[config.mk]
export PLATFORM = sky130hd
export DESIGN_NAME = trc_timer
export DESIGN_NICKNAME = d
export VERILOG_FILES = /design/src/inc/trc_pkg.sv /design/src/hdl/trc_timer.sv
export SDC_FILE = /design/constraint.sdc
export NUM_CORES = 1
export LEC_CHECK = 0
export ABC_AREA = 1
export BUFFER_PORTS_ARGS = -buffer_cell sky130_fd_sc_hd__buf_4
export CAP_MARGIN = 25
export CORE_UTILIZATION = 39
export DETAILED_ROUTE_END_ITERATION = 10
export PLACE_DENSITY = 0.6
export SYNTH_ARGS = -nofsm -noshare
export SYNTH_HDL_FRONTEND = slang
export SYNTH_SLANG_ARGS = --single-unit
[constraint.sdc]
create_clock -name clk -period 2.6 [get_ports clk]
set_clock_uncertainty 0.2 [all_clocks]
set_input_delay 0.52 -clock clk [delete_from_list [all_inputs] [get_ports clk]]
set_output_delay 0.52 -clock clk [all_outputs]
set_load 0.05 [all_outputs]
[src/inc/trc_pkg.sv]
// constants and carrier types for the reload/capture timer
package trc_pkg;

    localparam int          DATA_W        = 8;
    localparam int          ADDR_W        = 8;

    // special-function register addresses
    localparam logic [7:0]  ADDR_RELOAD_L = 8'h00ca;
    localparam logic [7:0]  ADDR_RELOAD_H = 8'h00cb;
    localparam logic [7:0]  ADDR_COUNT_L  = 8'h00cc;
    localparam logic [7:0]  ADDR_COUNT_H  = 8'h00cd;

    // reset values and the byte wrap value
    localparam logic [7:0]  RST_BYTE      = 8'h0000;
    localparam logic [7:0]  BYTE_MAX      = 8'h00ff;
    localparam logic [7:0]  READ_UNMAPPED = 8'h0000;

    // clock dividers
    localparam int          SYS_DIV       = 12;
    localparam int          EXT_DIV       = 8;
    localparam int          DIV_W         = 4;
    localparam logic [3:0]  SYS_DIV_LAST  = 4'(SYS_DIV - 1);
    localparam logic [3:0]  EXT_DIV_LAST  = 4'(EXT_DIV - 1);
    localparam logic [3:0]  DIV_ZERO      = 4'h0000;

    // one register access from the core, taken in one cycle
    typedef struct packed {
        logic [7:0] addr;
        logic       wr;
        logic [7:0] wdata;
    } trc_sfr_req_t;

    // mode and source controls from the control registers
    typedef struct packed {
        logic split_mode_enable;
        logic run_control;
        logic capture_mode_enable;
        logic external_clock_select;
        logic high_byte_clock_select;
        logic low_byte_clock_select;
    } trc_ctrl_t;

    // overflow flags, clear strobes
    typedef struct packed {
        logic high;
        logic low;
    } trc_flags_t;

endpackage

[src/hdl/trc_timer.sv]
// reload/capture timer with clock-source selection and count registers
`timescale 1ns/10ps

////////////////////////////////////////////////////////////////////////////
// Functional notes
// - external select 0: timer ticks at system clock divided by twelve
// - external select 1: synchronized external clock divided by eight
// - in split mode the one external select serves both counter bytes
// - per-byte clock selects pick system clock or chosen source per byte
// - auto-reload: reload low byte is loaded into count low byte
// - capture: count low byte is stored in reload low byte
// - auto-reload: reload high byte is loaded into count high byte
// - capture: count high byte is stored in reload high byte
// - count low: low half in 16-bit mode, own counter in split
// - count high: high half in 16-bit mode, own counter in split
// - split bit 0 gives one 16-bit counter, 1 gives two 8-bit
// - capture enabled: falling capture pin edge copies count to reloads
// - 16-bit wrap from FFFF loads both reload bytes and sets high flag; only software clears
// - split mode: run gates high byte only, low byte always counts
module trc_timer (
    input  wire logic               clk,
    input  wire logic               rst,
    input  wire logic               ce,
    input  wire trc_pkg::trc_sfr_req_t sfr_req,
    output logic [7:0]              sfr_rdata,
    input  wire trc_pkg::trc_ctrl_t ctrl,
    input  wire trc_pkg::trc_flags_t flag_clear,
    output trc_pkg::trc_flags_t     overflow_flag,
    input  wire logic               ext_clock_pin,
    input  wire logic               capture_input_pin
);
    import trc_pkg::*;

    ////////////////////////////////////////////////////////////////////////
    // pin synchronisers and edge memory

    logic [1:0] ext_sync_r;
    logic [1:0] ext_sync_nxt;
    logic [1:0] cap_sync_r;
    logic [1:0] cap_sync_nxt;
    logic       ext_prev_r;
    logic       ext_prev_nxt;
    logic       cap_prev_r;
    logic       cap_prev_nxt;

    // second stage only is read; first stage feeds nothing else
    always_comb begin
        ext_sync_nxt = {ext_sync_r[0], ext_clock_pin};
        cap_sync_nxt = {cap_sync_r[0], capture_input_pin};
        ext_prev_nxt = ext_sync_r[1];
        cap_prev_nxt = cap_sync_r[1];
    end

    always_ff @(posedge clk) begin
        if (rst) begin
            ext_sync_r <= 2'b00;
            cap_sync_r <= 2'b11;
            ext_prev_r <= 1'b0;
            cap_prev_r <= 1'b1;
        end else if (ce) begin
            ext_sync_r <= ext_sync_nxt;
            cap_sync_r <= cap_sync_nxt;
            ext_prev_r <= ext_prev_nxt;
            cap_prev_r <= cap_prev_nxt;
        end
    end

    logic ext_rise;
    logic cap_fall;
    assign ext_rise = ext_sync_r[1] & ~ext_prev_r;
    assign cap_fall = ~cap_sync_r[1] & cap_prev_r;

    ////////////////////////////////////////////////////////////////////////
    // prescalers

    logic [DIV_W-1:0] sys_div_r;
    logic [DIV_W-1:0] sys_div_nxt;
    logic [DIV_W-1:0] ext_div_r;
    logic [DIV_W-1:0] ext_div_nxt;
    logic             sys_tick;
    logic             ext_tick;

    always_comb begin
        sys_tick    = (sys_div_r == SYS_DIV_LAST);
        sys_div_nxt = sys_tick ? DIV_ZERO : sys_div_r + 4'h0001;
        ext_tick    = ext_rise && (ext_div_r == EXT_DIV_LAST);
        ext_div_nxt = ext_div_r;
        if (ext_rise) begin
            ext_div_nxt = ext_tick ? DIV_ZERO : ext_div_r + 4'h0001;
        end
    end

    always_ff @(posedge clk) begin
        if (rst) begin
            sys_div_r <= DIV_ZERO;
            ext_div_r <= DIV_ZERO;
        end else if (ce) begin
            sys_div_r <= sys_div_nxt;
            ext_div_r <= ext_div_nxt;
        end
    end

    // one external select serves both bytes; per-byte bit can override
    logic src_tick;
    logic low_tick;
    logic high_tick;
    assign src_tick  = ctrl.external_clock_select ? ext_tick : sys_tick;
    assign low_tick  = ctrl.low_byte_clock_select  ? 1'b1 : src_tick;
    assign high_tick = ctrl.high_byte_clock_select ? 1'b1 : src_tick;

    ////////////////////////////////////////////////////////////////////////
    // counter, reload and flag state

    logic [7:0] count_l_r;
    logic [7:0] count_l_nxt;
    logic [7:0] count_h_r;
    logic [7:0] count_h_nxt;
    logic [7:0] reload_l_r;
    logic [7:0] reload_l_nxt;
    logic [7:0] reload_h_r;
    logic [7:0] reload_h_nxt;
    trc_flags_t flag_r;
    trc_flags_t flag_nxt;
    logic [7:0] rdata_r;
    logic [7:0] rdata_nxt;

    function automatic logic hit(input trc_sfr_req_t r,
                                 input logic [7:0]  a);
        hit = r.wr && (r.addr == a);
    endfunction

    function automatic logic [7:0] inc8(input logic [7:0] v);
        inc8 = v + 8'h0001;
    endfunction

    logic low_go;
    logic high_go;
    logic low_wrap;
    logic high_wrap;
    logic set_low;
    logic set_high;

    always_comb begin
        count_l_nxt  = count_l_r;
        count_h_nxt  = count_h_r;
        reload_l_nxt = reload_l_r;
        reload_h_nxt = reload_h_r;
        low_go       = 1'b0;
        high_go      = 1'b0;
        low_wrap     = (count_l_r == BYTE_MAX);
        high_wrap    = (count_h_r == BYTE_MAX);
        set_low      = 1'b0;
        set_high     = 1'b0;

        if (ctrl.split_mode_enable) begin
            low_go  = low_tick;
            high_go = ctrl.run_control && high_tick;
            if (low_go) begin
                count_l_nxt = low_wrap ? reload_l_r
                                       : inc8(count_l_r);
                set_low     = low_wrap;
            end
            if (high_go) begin
                count_h_nxt = high_wrap ? reload_h_r
                                        : inc8(count_h_r);
                set_high    = high_wrap;
            end
        end else if (ctrl.run_control && low_tick) begin
            // one 16-bit counter clocked by the low-byte source
            count_l_nxt = low_wrap ? (high_wrap ? reload_l_r
                                                : 8'h0000)
                                   : inc8(count_l_r);
            set_low     = low_wrap;
            if (low_wrap) begin
                count_h_nxt = high_wrap ? reload_h_r
                                        : inc8(count_h_r);
                set_high    = high_wrap;
            end
        end

        // capture takes the count as it stands before this edge
        if (ctrl.capture_mode_enable && cap_fall) begin
            reload_l_nxt = count_l_r;
            reload_h_nxt = count_h_r;
        end

        // software writes win over hardware in the same cycle
        if (hit(sfr_req, ADDR_RELOAD_L)) reload_l_nxt = sfr_req.wdata;
        if (hit(sfr_req, ADDR_RELOAD_H)) reload_h_nxt = sfr_req.wdata;
        if (hit(sfr_req, ADDR_COUNT_L))  count_l_nxt  = sfr_req.wdata;
        if (hit(sfr_req, ADDR_COUNT_H))  count_h_nxt  = sfr_req.wdata;

        // hardware set beats a clear arriving together
        flag_nxt.high = set_high | (flag_r.high & ~flag_clear.high);
        flag_nxt.low  = set_low  | (flag_r.low  & ~flag_clear.low);

        unique case (sfr_req.addr)
            ADDR_RELOAD_L: rdata_nxt = reload_l_r;
            ADDR_RELOAD_H: rdata_nxt = reload_h_r;
            ADDR_COUNT_L:  rdata_nxt = count_l_r;
            ADDR_COUNT_H:  rdata_nxt = count_h_r;
            default:       rdata_nxt = READ_UNMAPPED;
        endcase
    end

    always_ff @(posedge clk) begin
        if (rst) begin
            count_l_r  <= RST_BYTE;
            count_h_r  <= RST_BYTE;
            reload_l_r <= RST_BYTE;
            reload_h_r <= RST_BYTE;
            flag_r     <= '0;
            rdata_r    <= READ_UNMAPPED;
        end else if (ce) begin
            count_l_r  <= count_l_nxt;
            count_h_r  <= count_h_nxt;
            reload_l_r <= reload_l_nxt;
            reload_h_r <= reload_h_nxt;
            flag_r     <= flag_nxt;
            rdata_r    <= rdata_nxt;
        end
    end

    assign sfr_rdata     = rdata_r;
    assign overflow_flag = flag_r;

endmodule

==> flow_metrics.py <==
metrics = {
    "run_status": {
        "outcome": "finished, final reports clean",
    },
    "critical_path": {
        "critical_path_class": "reg2reg",
        "critical_path.top_delay_family": "simple AND/OR/NAND/NOR gates",
        "end_kind": "flip-flop",
        "crit_path_top_delay_cell": "dfxtp_1",
        "slowest_delay_ps": 470,
        "cp_num_buf_inv": 1,
        "reg2reg_setup_slack_ps": 330,
        "rr_worst_depth": 11,
        "path_common_cell": "nand2_1",
        "crit-reg2reg-launch": "count_h_r[1]",
        "critPathLaunchType": "flip-flop",
        "r2r-end": "count_l_r[1]",
        "cp_data_required_time_ps": 2650,
        "crit_fanout": 8,
        "crit_chain": "ha_1 -> nand2_1 -> nor2_1 -> nand2_1 -> nand2_1 -> nand3_1 -> nand3_1 -> o21ai_1 -> nand2_1 -> inv_1 -> nor2_1",
        "arrival_ps": 2320,
    },
    "synthesis": {
        "syn_area_per_cell_um2": 6.48,
        "ys.flop_type": "dfxtp_1",
        "synth-edff-count": 0,
        "synthesis.nets": 568,
        "synth_top_family_by_area": "simple AND/OR/NAND/NOR gates",
        "yosysWarningCount": 0,
        "synth_top_area_cell": "dfxtp_1",
        "netlist_instances": 534,
        "yosysMostFrequentCell": "nand2_1",
        "synthAdderAreaFrac_pct": 1.45,
        "synthTopCellsByArea": "dfxtp_1, nand2_1, nand3_1",
        "async_flop_share_pct": 0,
        "synth_common_cells": "nand2_1, nand3_1, nor2_1",
        "synth_cell_types": 29,
        "synth_xor_area_share_pct": 1.01,
        "synth_area_um2": 3460,
        "muxShareOfSynthArea_pct": 0,
        "ys_seq_elements": 56,
        "synthSimpleGateAreaFrac_pct": 37.6,
        "synth_top_area_share_pct": 32.4,
        "seq_area_frac_synth_pct": 32.4,
        "synth_compound_area_share_pct": 18.5,
    },
    "grt": {
        "track_usage_pct": 22.4,
        "antenna_found_initial": 0,
        "grt_pass1_vias": 3135,
        "grt_overflow_total": 0,
        "grt_max_degree": 32,
        "grt_first_pass_wirelength_mm": 15.7,
    },
    "routing": {
        "post-route-drc-count": 0,
        "via_per_inst": 5.29,
        "vias": 3556,
        "first_pass_iters": 4,
        "drtIter0Drc": 236,
        "routedWlPerCell_um": 14.6,
        "wirelength_mm": 9.80,
        "antenna_left": 0,
    },
    "final_layout": {
        "diodes": 0,
        "fin_nets": 600,
        "layout-drive-gt1-share_pct": 15.2,
        "syn_to_final_growth_pct": 13.7,
    },
    "cts": {
        "cts_buffers": 5,
        "cts_buffer_depth": 2,
        "cts_tree": "done",
        "clock_sinks": 56,
        "clock_latency_ps": 320,
        "clock-root-buffer": "clkbuf_8",
        "post-cts-setup-buffers": 0,
        "htreeDepth": 2,
        "hold_buffers": 0,
        "cts_resized": 0,
        "cts.clk_slew.worst_paths_ps": 120,
    },
    "timing": {
        "finalCriticalPeriod_ps": 2270,
        "setup_viol": 0,
        "slew-limit-headroom_pct": 65.0,
        "maxSlewViolCount": 0,
        "tightest_slew_ps": 519,
        "hold_viol_final": 0,
        "tns_ps": 0,
        "fmax_mhz": 441,
        "period_share_pct": 87.1,
        "grt_setup_unrepaired": "no",
        "fin_ws_ps": 334,
    },
    "floorplanning": {
        "core_region_area_um2": 8380,
        "die_h_um": 96.2,
        "io-pin-count": 40,
        "die-area_um2": 9250,
        "start_util_pct": 41.3,
        "die_w_um": 96.2,
        "rows": 33,
    },
    "power_and_ir_drop": {
        "seq_power_share_pct": 54.2,
        "switching_share_pct": 30.4,
        "p_comb_share_pct": 14.6,
        "p_leak_nw": 1.67,
        "power_switching_mw": 0.518,
        "internal-power_mw": 1.18,
        "ir_drop_uv": 231,
        "p_per_area_nw_per_um2": 433,
        "clockPowerShare_pct": 31.2,
    },
    "min_path": {
        "whs_path_depth": 3,
        "hold_start": "ext_clock_pin",
        "min-delay-path-class": "in2reg",
        "holdPathEnd": "ext_sync_r[0]",
    },
    "placed_design": {
        "gp_congestion": 0.913,
        "portBuffers": 39,
        "dp_hpwl_mm": 7.28,
        "pre_cts_slack_ps": 289,
    },
    "flow_run": {
        "max_cap_violations": 0,
    },
}
## state kept, by name (all words and copies together) (netlist names), 2 cells and up
signal and count:
cap_sync_r 2, count_l_r 8, ext_sync_r 2, sys_div_r 4
count_h_r 8, reload_l_r 8, sfr_rdata 8, reload_h_r 8
overflow_flag 2, ext_div_r 4
## worst min-delay path, delay by kind of cell
kind                   cells  cell delay [ps]
buffers and inverters      1               70
and+or+nand+nor            2              110
## layer usage
layer | routed length [µm] | GRT usage [%] | up-vias | part of all wire (%)
li1 | - | - | 1833 | -
met1 | 4750 | 30.2 | 1625 | 49
met4 | 133 | 6.84 | 0 | 1.4
met3 | 482 | 2.69 | 10 | 4.9
met2 | 4430 | 37.1 | 88 | 45
met5 | 0 | 0 | - | 0
## logic make-up after synthesis
| family | after synthesis |
|---|---|
| buffers and inverters | 71 |
| and+or+nand+nor | 283 |
| xor gates and xnor gates | 4 |
| adders and majority gates | 4 |
| DFF | 56 |
| AOI/OAI and AO/OA | 116 |
## placed cells by master (no fill, tap or decap), drive strengths merged, types with 2 or more instances in the layout
| cell type | netlist | routed |
|---|---|---|
| a211oi | 2 | 2 |
| a21oi | 42 | 42 |
| buf | 14 | 50 |
| clkbuf | 11 | 5 |
| dfxtp | 56 | 56 |
| ha | 4 | 4 |
| inv | 46 | 47 |
| nand2 | 132 | 132 |
| nand3 | 78 | 78 |
| nand4 | 7 | 7 |
| nor2 | 59 | 59 |
| nor3 | 5 | 5 |
| o21ai | 72 | 72 |
| xnor2 | 2 | 2 |
| xor2 | 2 | 2 |
## cell type report
| class | instances | area, µm² |
|---|---|---|
| fillers | 918 | 4450 |
| multi-input cells | 407 | 2020 |
| flip-flops and latches | 56 | 1120 |
| repair buffers | 50 | 388 |
| inverters | 46 | 173 |
| well taps | 105 | 131 |
| clock buffers | 5 | 68.8 |
| clock inverters | 3 | 27.5 |
## power groups by stage
stage	Combinational (mW)	Sequential [mW]	Clock [mW]
floorplan	0.170	0.929	0
global placement	0.244	0.942	0
detailed placement	0.248	0.941	0
CTS	0.249	0.922	0.548
global route	0.281	0.927	0.583
finish	0.248	0.922	0.532
## through the flow
stage	std cells	util [%]	hold WS [ps]	power (mW)	area, µm²
4_1_cts	672	46.9	205	1.72	3930
2_1_floorplan	534	-	229	1.10	3460
3_5_place_dp	664	45.8	251	1.19	3830
6_report	672	46.9	212	1.70	3930
5_1_grt	672	46.9	213	1.79	3930
3_3_place_gp	664	45.8	238	1.19	3830
## worst max path at each step
stage | from | endpoint | slack, ps | cells past startpoint
after floorplan | sfr_req[15] | count_h_r[2] | 640 | 10
after global placement | sfr_req[14] | reload_h_r[0] | 350 | 8
after detailed placement | sfr_req[14] | reload_h_r[2] | 290 | 8
after CTS | count_h_r[1] | count_l_r[1] | 370 | 11
after global routing | count_h_r[1] | count_l_r[1] | 120 | 11
final | count_h_r[1] | count_l_r[1] | 330 | 11
Note: power is estimated with default switching activity, not from simulation.
